[src/tciu_pkg.sv]
`default_nettype none
package tciu_pkg;
    // Bus geometry.
    localparam int ADDR_W = 8; // Byte address width.
    // Register word indices; the byte address is four times the index.
    localparam logic [5:0] IDX_FREE_COUNT_LOW_BYTE = 6'h20;
    localparam logic [5:0] IDX_FREE_COUNT_HIGH_BYTE = 6'h21;
    localparam logic [5:0] IDX_CAPTURE_BASE = 6'h22; // Rise0, fall0, rise1, fall1.
    localparam logic [5:0] IDX_INTERVAL_COUNT_LOW_BYTE = 6'h26;
    localparam logic [5:0] IDX_INTERVAL_COUNT_HIGH_NIBBLE = 6'h27;
    localparam logic [5:0] IDX_INTERVAL_RELOAD_LOW_BYTE = 6'h28;
    localparam logic [5:0] IDX_INTERVAL_RELOAD_HIGH_NIBBLE = 6'h29;
    localparam logic [5:0] IDX_CAPTURE_SETUP = 6'h2a;
    localparam logic [5:0] IDX_IRQ_STATUS = 6'h2b;
    localparam logic [5:0] IDX_IRQ_MASK = 6'h2c;
    // Field positions of capture_setup.
    localparam int SETUP_HOLD_BIT = 7; // Keep earliest edge.
    localparam int SETUP_WIN_LSB = 4; // Three-bit window select.
    localparam int SETUP_WIDE_BIT = 3; // capture_pair_wide_enable.
    localparam logic [7:0] SETUP_WMASK = 8'hf8; // Bits 2:0 are reserved.
    // Interrupt status layout: bits 3:0 capture loads, bit 4 interval.
    localparam int IRQ_IVL_BIT = 4;
    // Values after reset.
    localparam logic [15:0] FREE_COUNT_RST = 16'h0000;
    localparam logic [11:0] INTERVAL_RST = 12'h000;
    localparam logic [7:0] BYTE_RST = 8'h00;
    // Bus responses.
    localparam logic [1:0] RESP_OKAY = 2'h0;
    localparam logic [1:0] RESP_SLVERR = 2'h2;
endpackage : tciu_pkg
`default_nettype wire

[src/tciu_top.sv]
`timescale 1ns/100ps
`default_nettype none
module tciu_top (
    input wire logic aclk, // Timer and bus clock.
    input wire logic aresetn, // Synchronous reset, active low.
    input wire logic [tciu_pkg::ADDR_W-1:0] awaddr, // Write address.
    input wire logic awvalid, // Write address valid.
    output logic awready, // Write address ready.
    input wire logic [31:0] wdata, // Write data.
    input wire logic [3:0] wstrb, // Write byte strobes.
    input wire logic wvalid, // Write data valid.
    output logic wready, // Write data ready.
    output logic [1:0] bresp, // Write response.
    output logic bvalid, // Write response valid.
    input wire logic bready, // Write response ready.
    input wire logic [tciu_pkg::ADDR_W-1:0] araddr, // Read address.
    input wire logic arvalid, // Read address valid.
    output logic arready, // Read address ready.
    output logic [31:0] rdata, // Read data.
    output logic [1:0] rresp, // Read response.
    output logic rvalid, // Read data valid.
    input wire logic rready, // Read data ready.
    input wire logic [1:0] capture_in, // Capture pins, channel 0 and 1.
    output logic irq // Level interrupt request.
);
    import tciu_pkg::*;

    // True for an aligned address that falls on a mapped register.
    function automatic logic idx_ok(input logic [ADDR_W-1:0] a);
        idx_ok = (a[1:0] == 2'h0) && (a[7:2] >= IDX_FREE_COUNT_LOW_BYTE)
            && (a[7:2] <= IDX_IRQ_MASK);
    endfunction : idx_ok

    // Bus slave state.
    logic awready_q, wready_q, bvalid_q, arready_q, rvalid_q, irq_q;
    logic aw_have_q, w_have_q; // Address or data held for a write.
    logic [5:0] wr_idx_q; // Word index of the held write.
    logic wr_ok_q; // Held write address is mapped.
    logic [7:0] wr_byte_q; // Low byte of the held write data.
    logic wr_lane_q; // Low byte lane was strobed.
    logic [1:0] bresp_q, rresp_q; // Latched responses.
    logic [31:0] rdata_q; // Latched read data.
    // Timer state.
    logic [15:0] cnt_q; // Free-running count.
    logic [7:0] fc_lo_buf_q; // Low byte waiting for its high byte.
    logic [7:0] fc_hi_snap_q; // High byte caught at the low read.
    logic [11:0] ivl_q; // Interval down counter.
    logic [7:0] rld_lo_q; // Reload low byte.
    logic [3:0] rld_hi_q; // Reload high nibble.
    logic [3:0] ihi_snap_q; // Interval high nibble caught at the low read.
    logic [7:0] setup_q; // capture_setup contents.
    logic [1:0] pin_prev_q; // Capture pins one cycle earlier.
    logic [7:0] cap_q [4]; // Capture data registers.
    logic [3:0] full_q; // Capture register holds an unread time.
    logic [4:0] st_q, msk_q; // Sticky status and its mask.

    // Handshake decode.
    wire aw_take = awvalid & awready_q;
    wire w_take = wvalid & wready_q;
    wire ar_take = arvalid & arready_q;
    wire do_wr = aw_have_q & w_have_q & ~bvalid_q;
    wire aw_have_d = (aw_have_q | aw_take) & ~do_wr;
    wire w_have_d = (w_have_q | w_take) & ~do_wr;
    wire bvalid_d = do_wr | (bvalid_q & ~bready);
    wire rvalid_d = ar_take | (rvalid_q & ~rready);
    wire we = do_wr & wr_ok_q & wr_lane_q;
    wire [5:0] rd_idx = araddr[7:2];
    wire rd_go = ar_take & idx_ok(araddr);

    // Register write strobes.
    wire wr_fc_lo = we & (wr_idx_q == IDX_FREE_COUNT_LOW_BYTE);
    wire wr_fc_hi = we & (wr_idx_q == IDX_FREE_COUNT_HIGH_BYTE);
    wire wr_rld_lo = we & (wr_idx_q == IDX_INTERVAL_RELOAD_LOW_BYTE);
    wire wr_rld_hi = we & (wr_idx_q == IDX_INTERVAL_RELOAD_HIGH_NIBBLE);
    wire wr_setup = we & (wr_idx_q == IDX_CAPTURE_SETUP);
    wire wr_status = we & (wr_idx_q == IDX_IRQ_STATUS);
    wire wr_mask = we & (wr_idx_q == IDX_IRQ_MASK);
    // Reads with a side effect.
    wire rd_fc_lo = rd_go & (rd_idx == IDX_FREE_COUNT_LOW_BYTE);
    wire rd_ivl_lo = rd_go & (rd_idx == IDX_INTERVAL_COUNT_LOW_BYTE);

    // Timer next values; a software write of the high byte wins over the tick.
    wire [15:0] cnt_d = wr_fc_hi ? {wr_byte_q, fc_lo_buf_q} : 16'(cnt_q + 16'h0001);
    wire ivl_tc = (ivl_q == 12'h000);
    wire [11:0] ivl_d = ivl_tc ? {rld_hi_q, rld_lo_q} : 12'(ivl_q - 12'h001);

    // Capture decode.
    wire hold = setup_q[SETUP_HOLD_BIT];
    wire wide = setup_q[SETUP_WIDE_BIT];
    wire [2:0] win_sel = setup_q[SETUP_WIN_LSB+:3];
    wire [7:0] win_val = 8'(cnt_q >> win_sel);
    wire [1:0] rise = capture_in & ~pin_prev_q;
    wire [1:0] fall = ~capture_in & pin_prev_q;
    // In wide mode channel 0 edges feed all four registers; channel 1 is idle.
    wire [3:0] edge_v = wide ? {fall[0], rise[0], fall[0], rise[0]}
                             : {fall[1], rise[1], fall[0], rise[0]};
    logic [3:0] ld; // Capture register loads this cycle.
    logic [3:0] rd_cap; // Capture register is read this cycle.

    // Each capture register loads on its edge unless hold is set and its gate flag (in wide mode that of register 0 or 1) marks an unread edge.
    for (genvar k = 0; k < 4; k++) begin : g_cap
        localparam int G = k % 2; // Gate flag in wide mode: that of register 0 or 1, which is the register itself for k below 2.
        wire gate_full = wide ? full_q[G] : full_q[k];
        wire [7:0] val = !wide ? win_val : (k < 2) ? cnt_q[7:0] : cnt_q[15:8];
        assign ld[k] = edge_v[k] & ~(hold & gate_full);
        assign rd_cap[k] = rd_go & (rd_idx == 6'(IDX_CAPTURE_BASE + 6'(k)));

        // Capture data and its unread flag; a load wins over a read clear.
        always_ff @(posedge aclk) begin
            if (!aresetn) begin
                cap_q[k] <= BYTE_RST;
                full_q[k] <= 1'b0;
            end else begin
                if (ld[k]) begin
                    cap_q[k] <= val;
                end
                full_q[k] <= ld[k] | (full_q[k] & ~rd_cap[k]);
            end
        end
    end

    // Read data selection.
    logic [7:0] rmux;
    always_comb begin
        rmux = BYTE_RST;
        unique case (rd_idx)
            IDX_FREE_COUNT_LOW_BYTE: rmux = cnt_q[7:0];
            IDX_FREE_COUNT_HIGH_BYTE: rmux = fc_hi_snap_q;
            IDX_INTERVAL_COUNT_LOW_BYTE: rmux = ivl_q[7:0];
            IDX_INTERVAL_COUNT_HIGH_NIBBLE: rmux = {4'h0, ihi_snap_q};
            IDX_INTERVAL_RELOAD_LOW_BYTE: rmux = rld_lo_q;
            IDX_INTERVAL_RELOAD_HIGH_NIBBLE: rmux = {4'h0, rld_hi_q};
            IDX_CAPTURE_SETUP: rmux = setup_q;
            IDX_IRQ_STATUS: rmux = {3'h0, st_q};
            IDX_IRQ_MASK: rmux = {3'h0, msk_q};
            default: begin
                for (int i = 0; i < 4; i++) begin
                    if (rd_idx == 6'(IDX_CAPTURE_BASE + 6'(i))) begin
                        rmux = cap_q[i];
                    end
                end
            end
        endcase
    end

    // Events set status bits; a set in the clearing cycle wins over the clear.
    wire [4:0] ev = {ivl_tc, ld};
    wire [4:0] st_d = (st_q & ~(wr_status ? wr_byte_q[4:0] : 5'h00)) | ev;

    // Bus handshake registers.
    always_ff @(posedge aclk) begin
        if (!aresetn) begin
            aw_have_q <= 1'b0;
            w_have_q <= 1'b0;
            awready_q <= 1'b0;
            wready_q <= 1'b0;
            bvalid_q <= 1'b0;
            arready_q <= 1'b0;
            rvalid_q <= 1'b0;
        end else begin
            aw_have_q <= aw_have_d;
            w_have_q <= w_have_d;
            awready_q <= ~aw_have_d & ~bvalid_d;
            wready_q <= ~w_have_d & ~bvalid_d;
            bvalid_q <= bvalid_d;
            arready_q <= ~rvalid_d;
            rvalid_q <= rvalid_d;
        end
    end

    // Bus payload registers.
    always_ff @(posedge aclk) begin
        if (!aresetn) begin
            wr_idx_q <= 6'h00;
            wr_ok_q <= 1'b0;
            wr_byte_q <= BYTE_RST;
            wr_lane_q <= 1'b0;
            bresp_q <= RESP_OKAY;
            rresp_q <= RESP_OKAY;
            rdata_q <= 32'h0000_0000;
        end else begin
            if (aw_take) begin
                wr_idx_q <= awaddr[7:2];
                wr_ok_q <= idx_ok(awaddr);
            end
            if (w_take) begin
                wr_byte_q <= wdata[7:0];
                wr_lane_q <= wstrb[0];
            end
            if (do_wr) begin
                bresp_q <= wr_ok_q ? RESP_OKAY : RESP_SLVERR;
            end
            if (ar_take) begin
                rdata_q <= rd_go ? {24'h00_0000, rmux} : 32'h0000_0000;
                rresp_q <= rd_go ? RESP_OKAY : RESP_SLVERR;
            end
        end
    end

    // Free-running timer and its byte buffers.
    always_ff @(posedge aclk) begin
        if (!aresetn) begin
            cnt_q <= FREE_COUNT_RST;
            fc_lo_buf_q <= BYTE_RST;
            fc_hi_snap_q <= BYTE_RST;
        end else begin
            cnt_q <= cnt_d;
            if (wr_fc_lo) begin
                fc_lo_buf_q <= wr_byte_q;
            end
            if (rd_fc_lo) begin
                fc_hi_snap_q <= cnt_q[15:8];
            end
        end
    end

    // Interval timer, reload and snapshot.
    always_ff @(posedge aclk) begin
        if (!aresetn) begin
            ivl_q <= INTERVAL_RST;
            rld_lo_q <= BYTE_RST;
            rld_hi_q <= 4'h0;
            ihi_snap_q <= 4'h0;
        end else begin
            ivl_q <= ivl_d;
            if (wr_rld_lo) begin
                rld_lo_q <= wr_byte_q;
            end
            if (wr_rld_hi) begin
                rld_hi_q <= wr_byte_q[3:0];
            end
            if (rd_ivl_lo) begin
                ihi_snap_q <= ivl_q[11:8];
            end
        end
    end

    // Setup, pin history, status, mask and interrupt output.
    always_ff @(posedge aclk) begin
        if (!aresetn) begin
            setup_q <= BYTE_RST;
            pin_prev_q <= 2'h0;
            st_q <= 5'h00;
            msk_q <= 5'h00;
            irq_q <= 1'b0;
        end else begin
            if (wr_setup) begin
                setup_q <= wr_byte_q & SETUP_WMASK;
            end
            if (wr_mask) begin
                msk_q <= wr_byte_q[4:0];
            end
            pin_prev_q <= capture_in;
            st_q <= st_d;
            irq_q <= |(st_q & msk_q);
        end
    end

    // Outputs straight from flip-flops.
    assign awready = awready_q;
    assign wready = wready_q;
    assign bvalid = bvalid_q;
    assign bresp = bresp_q;
    assign arready = arready_q;
    assign rvalid = rvalid_q;
    assign rdata = rdata_q;
    assign rresp = rresp_q;
    assign irq = irq_q;
endmodule : tciu_top
`default_nettype wire

[config.mk]
export PLATFORM = sky130hd
export DESIGN_NAME = tciu_top
export DESIGN_NICKNAME = d
export VERILOG_FILES = /design/src/tciu_pkg.sv /design/src/tciu_top.sv
export SDC_FILE = /design/constraint.sdc
export NUM_CORES = 1
export LEC_CHECK = 0
export BUFFER_PORTS_ARGS = -buffer_cell sky130_fd_sc_hd__buf_2
export CORE_MARGIN = 4
export CORE_UTILIZATION = 38
export CTS_CLUSTER_DIAMETER = 100
export DETAILED_ROUTE_END_ITERATION = 16
export HOLD_SLACK_MARGIN = 0.1
export PLACE_DENSITY = 0.53
export SYNTH_ARGS = -nofsm -noshare
export SYNTH_HDL_FRONTEND = slang
export SYNTH_SLANG_ARGS = --single-unit
[constraint.sdc]
create_clock -name aclk -period 2.8 [get_ports aclk]
set_clock_uncertainty 0.15 [all_clocks]
set_input_delay 0.14 -clock aclk [delete_from_list [all_inputs] [get_ports aclk]]
set_output_delay 0.14 -clock aclk [all_outputs]
set_load 0.01 [all_outputs]
Word-level counts from Yosys, hierarchy flattened
Memory sizes are Yosys's and may differ from the RTL's.
Index checks and enable logic that the tools add are counted.

word-level totals
  flip-flop bits (word level) = 141
  RAM bits = 32
  input bits = 61
  logic and storage cells = 174
  memories kept = 1

cells by class
  $add $sub $neg = 2
  order comparisons = 4
  eq/ne operators = 20
  shifts and indexed selects = 1
  muxes and demuxes = 33
  bitwise gates (word level) = 75
  reductions and logical operators = 8

memories
  memory  depth  width  rd ports  clocked after Yosys merged registers in  write ports  RTL line        source
  cap_q   4      8      4         0                                        4            tciu_top.sv:53  logic [7:0] cap_q [4];

operator list
  cell                     number
  $eq A6 B6 Y1 const B     20
  $mux W8                  11
  $pmux W8 S9              1
  $and A1 B1 Y1            39
  $add A16 B1 Y16 const B  1
  $mux W16                 1
  $not A1 Y1               16
  $shr A16 B3 Y8           1
  $mux W1                  15
  $ge A6 B6 Y1 const B     2
  $le A6 B6 Y1 const B     2
  $logic_not A12 Y1        1
  $mux W12                 1
  $or A1 B1 Y1             12
  $sub A12 B1 Y12 const B  1
  $and A5 B5 Y5            2
  $mux W5                  1
  $not A5 Y5               1
  $or A5 B5 Y5             1
  $reduce_or A5 Y1         1
  $and A2 B2 Y2            2
  $logic_and A1 B1 Y1      4
  $logic_not A2 Y1         2
  $mux W2                  2
  2 further kinds          3

Longest topological paths before layout
  word-level depth = 9
  mapped depth = 8
  gate-level depth less buffers = 7

Least setup slack after synthesis
OpenSTA, ideal clock, no wires.

  kind = register to register
  start = register setup_q[4]
  end = memory cap_q[1][5], data pin
  data arrival time = 1,659 ps
  required time = 2,374 ps
  slack = 716 ps
  stages on the path, launching flop included = 7
  cell sequence = dfxtp_1 buf_2 buf_1 mux2i_1 nor2_1 a311oi_1 nor3_1

RTL lines
  what                      RTL line         source
  start: declaration        tciu_top.sv:51   logic [7:0] setup_q;
  start signal: assignment  tciu_top.sv:248  setup_q <= wr_byte_q & SETUP_WMASK;
  end: declaration          tciu_top.sv:53

Worst setup path in the final report
  start = input port araddr[0] (netlist name)
  end = register fc_hi_snap_q[5]

on the way
  cells in the longest elaborated chain, start to end = 5

RTL lines
  what                    RTL line         source
  start: declaration      tciu_top.sv:16   input wire logic [tciu_pkg::ADDR_W-1:0] araddr,
  $logic_not A2 Y1        tciu_top.sv:30   idx_ok = (a[1:0] == 2'h0) && (a[7:2] >= IDX_FREE_COUNT_LOW_BYTE)
  $logic_and A1 B1 Y1     tciu_top.sv:30
  $logic_and A1 B1 Y1     tciu_top.sv:31   && (a[7:2] <= IDX_IRQ_MASK);
  $and A1 B1 Y1           tciu_top.sv:68   wire rd_go = ar_take & idx_ok(araddr);
  $and A1 B1 Y1           tciu_top.sv:79   wire rd_fc_lo = rd_go & (rd_idx == IDX_FREE_COUNT_LOW_BYTE);
  end signal: assignment  tciu_top.sv:212  fc_hi_snap_q <= cnt_q[15:8];
  end: declaration        tciu_top.sv:46   logic [7:0] fc_hi_snap_q;

Every way passes these cells.
A chain may end at the register's enable or synchronous reset.

==> results.md <==
* Status: finished, final reports clean
* GR peak layer: met2
* All-Layer GR Usage at 19.0%
* Min-Delay Endpoint: wready
* Die ar. at 22200 sq um
* Post-DP HPWL at 14900 um
* Post-synth top flop: dfxtp_1
* Combinational power share at 14.8%
* DR vias at 6178
* Number of synthesized register bits at 147
* Yosys cell types at 66
* Met1 Use GR at 25.4%
* Clk_lat worst skew at 0.42 ns
* Startpoint Class: input port
* Final period util at 83.2%
* FF-to-FF path depth at 6
* Final-report max-slew violation count at 0
* Placed Cells at 1087
* Unrepaired setup endpoints after global routing: no
* Total grt overflow at 0
* Pint at 3900 uW
* Number of synthesized flops with an enable pin at 32
* Slew margin rel. at 51.1%
* Worst-Margin Slew at 0.733 ns
* Area contributors post-synth: dfxtp_1 (31%), edfxtp_1 (13%), mux2i_1 (7.2%)
* I/O Pins at 103
* Worst Min Path Start: wvalid
* Cells on Worst Hold Path at 3
* # fillers at 1943
* Clk pwr share at 39.9%
* Switch Pwr at 1450 uW
* PnR Total Power at 5350 uW
* Pwr/cell area at 601 nW/um^2
* First-pass GRT wire length at 32900 um
* R2R setup slack at 0.48 ns
* Crit path DAT at 2.47 ns
* Num Clock Sinks at 147
* Worst Path Class, Setup: input port to flip-flop
* Layout net count at 946
* Post-Route WL at 20700 um
* Starting DRT DRC Count at 446
* IO Port Bufs at 49
* Post-synth top area share at 30.5%
* Final Hold Viols at 0
* Die Height at 149 um
* Average size of a mapped cell at 9.35 sq um
* RD Place Congestion at 0.856
* Req. time, crit path at 2.94 ns
* Leakage at 0.00352 uW
* Cell taking the most area after synthesis: dfxtp_1
* Crit path max fanout at 13
* Synth Instances at 807
* CTS resizes at 0
* Tmin final at 2.33 ns
* Final worst setup slack at 0.471 ns
* Drt pass-1 iters at 5
* DR WL/cell at 17.9 um
* Drt drc at 0
* Sw frac at 27.2%
* Post-place setup slack at 0.409 ns
* Setup crit end kind: flip-flop
* CTS max path bufs at 2
* Initial antenna violation count at 0
* Reg clk slew, reported paths at 0.06 ns
* Area Growth Syn to Fin at 18.0%
* Seq pwr share at 45.3%
* Seq/Total Area, Yosys at 43.3%
* Post-synthesis async set-or-reset flop share at 0%
* GR Util met2 at 31.2%
* CTS tree: done
* Final setup vio count at 0
* Antenna diode count at 0
* Vias in the first global route at 6021
* Max capacitance violation total at 0
* Peak supply drop at 0.401 mV
* Finished Layout Cells at 1159
* TNS Setup at 0 ns
* Avg Vias per Cell at 5.33
* Core Region at 19500 sq um
* Largest net degree at the start of global routing at 43
* Synth Cell Area at 7540 sq um
* Num rows at 51
* Final ANT Viol Nets at 0
* Initial cell density of the core at 38.6%
* M3 GR Usage at 3.83%
* Clock H-tree levels at 4
* Worst hold path type: input port to flip-flop
* Die Width at 149 um
* Layout cells sized above 1 at 14.4%
* R2R Path End: cnt_q[10]
* Num CTS Buffers at 17
* CTS root buf: clkbuf_16
* Fmax at 429 MHz
* Worst r2r src: w_have_q
* Ys Warns at 0
==> power by group through the flow <==
stage | clock network, uW | registers, uW | logic, uW
floorplan | 0 | 2420 | 612
global placement | 0 | 2470 | 733
detailed placement | 0 | 2470 | 746
CTS | 2170 | 2420 | 791
global route | 2250 | 2440 | 892
finish | 2140 | 2420 | 791
==> cell usage in the layout (no fill, tap or decap), drive strengths merged, types with 10 or more instances in the layout <==
| cell | instances |
|---|---|
| a21boi | 34 |
| a21oi | 30 |
| a22oi | 13 |
| and2 | 17 |
| buf | 71 |
| clkbuf | 19 |
| conb | 26 |
| dfxtp | 115 |
| dlygate4sd3 | 41 |
| edfxtp | 32 |
| inv | 10 |
| mux2 | 14 |
| mux2i | 54 |
| nand2 | 93 |
| nand2b | 12 |
| nand3 | 26 |
| nor2 | 40 |
| nor2b | 53 |
| nor3 | 38 |
| o211a | 16 |
| o21ai | 24 |
| xor2 | 10 |
==> per-stage QoR <==
step	cell area, sq um	utilization, %	hold slack (ns)
6_report	8900	45.6	0.128
5_1_grt	8900	45.6	0.155
4_1_cts	8900	45.6	0.113
3_5_place_dp	7940	40.7	0.250
3_3_place_gp	7940	40.7	0.243
2_1_floorplan	7640	-	0.112
==> cell families after synthesis <==
kind of cell	share of synthesized area (%)
simple gates	22.0
compound gates	14.9
flops	43.3
buf+inv	6.04
mux	11.0
xor+xnor	2.21
fa+ha+maj	0.498
other cells	0.0497
==> layer usage <==
layer	vias to the layer above	part of all wire (%)
met5	-	0
met4	0	2.1
met3	31	5.1
met2	162	47
met1	2985	46
li1	3000	-
==> cell type report <==
cell class | count | area [sq um] | area share (%)
Multi-Input combinational cell | 599 | 3920 | 44.0
Sequential cell | 147 | 3260 | 36.7
Timing Repair Buffer | 112 | 821 | 9.22
Clock buffer | 19 | 443 | 4.98
Tap cell | 265 | 332 | 3.72
Clock inverter | 12 | 105 | 1.18
Inverter | 5 | 18.8 | 0.211
==> critical path, cell delays in order <==
cell and delay [ns]:
dlygate4sd3_1 0.54, buf_2 0.12, nor2_1 0.07, dlygate4sd3_1 0.55
o2111a_1 0.36, buf_4 0.25, nand2_1 0.20, nand2_1 0.15
a21boi_0 0.09
==> worst max path at each step <==
| stage | start | slack [ns] | cells after the start | to |
|---|---|---|---|---|
| after detailed placement | araddr[2] | 0.41 | 6 | fc_hi_snap_q[5] |
| after CTS | w_have_q | 0.47 | 6 | cnt_q[10] |
| after floorplan | setup_q[4] | 0.72 | 6 | cap_q[1][5] |
| after global placement | araddr[2] | 0.50 | 6 | fc_hi_snap_q[6] |
| after global routing | araddr[0] | 0.32 | 9 | fc_hi_snap_q[5] |
| final | araddr[0] | 0.47 | 9 | fc_hi_snap_q[5] |
==> synth_stat cells, types with 10 or more instances <==
cell type	n
and2_1	15
nand2_1	93
buf_2	10
clkbuf_1	40
dfxtp_1	115
xor2_1	10
mux2i_1	54
nor2b_1	53
a22oi_1	13
a21boi_0	34
a21oi_1	30
buf_4	26
o211a_1	16
nand2b_1	12
nor2_1	40
o21ai_0	23
mux2_2	14
nor3_1	38
nand3_1	26
edfxtp_1	32
==> what timing repair did <==
item / CTS / global route
endpoints found under the hold margin: 30 / 0
buffers inserted: 0 / 0
hold buffers: 41 / 0
==> sequential cells by signal, summed over array words and instances (netlist names), 5 cells and up <==
signal / flops
cnt_q: 16
ivl_q: 12
wr_byte_q: 8
setup_q: 5
wr_idx_q: 6
rdata: 8
cap_q: 32
rld_lo_q: 8
fc_lo_buf_q: 8
msk_q: 5
st_q: 5
fc_hi_snap_q: 8
Power figures use the tool's default switching activity.
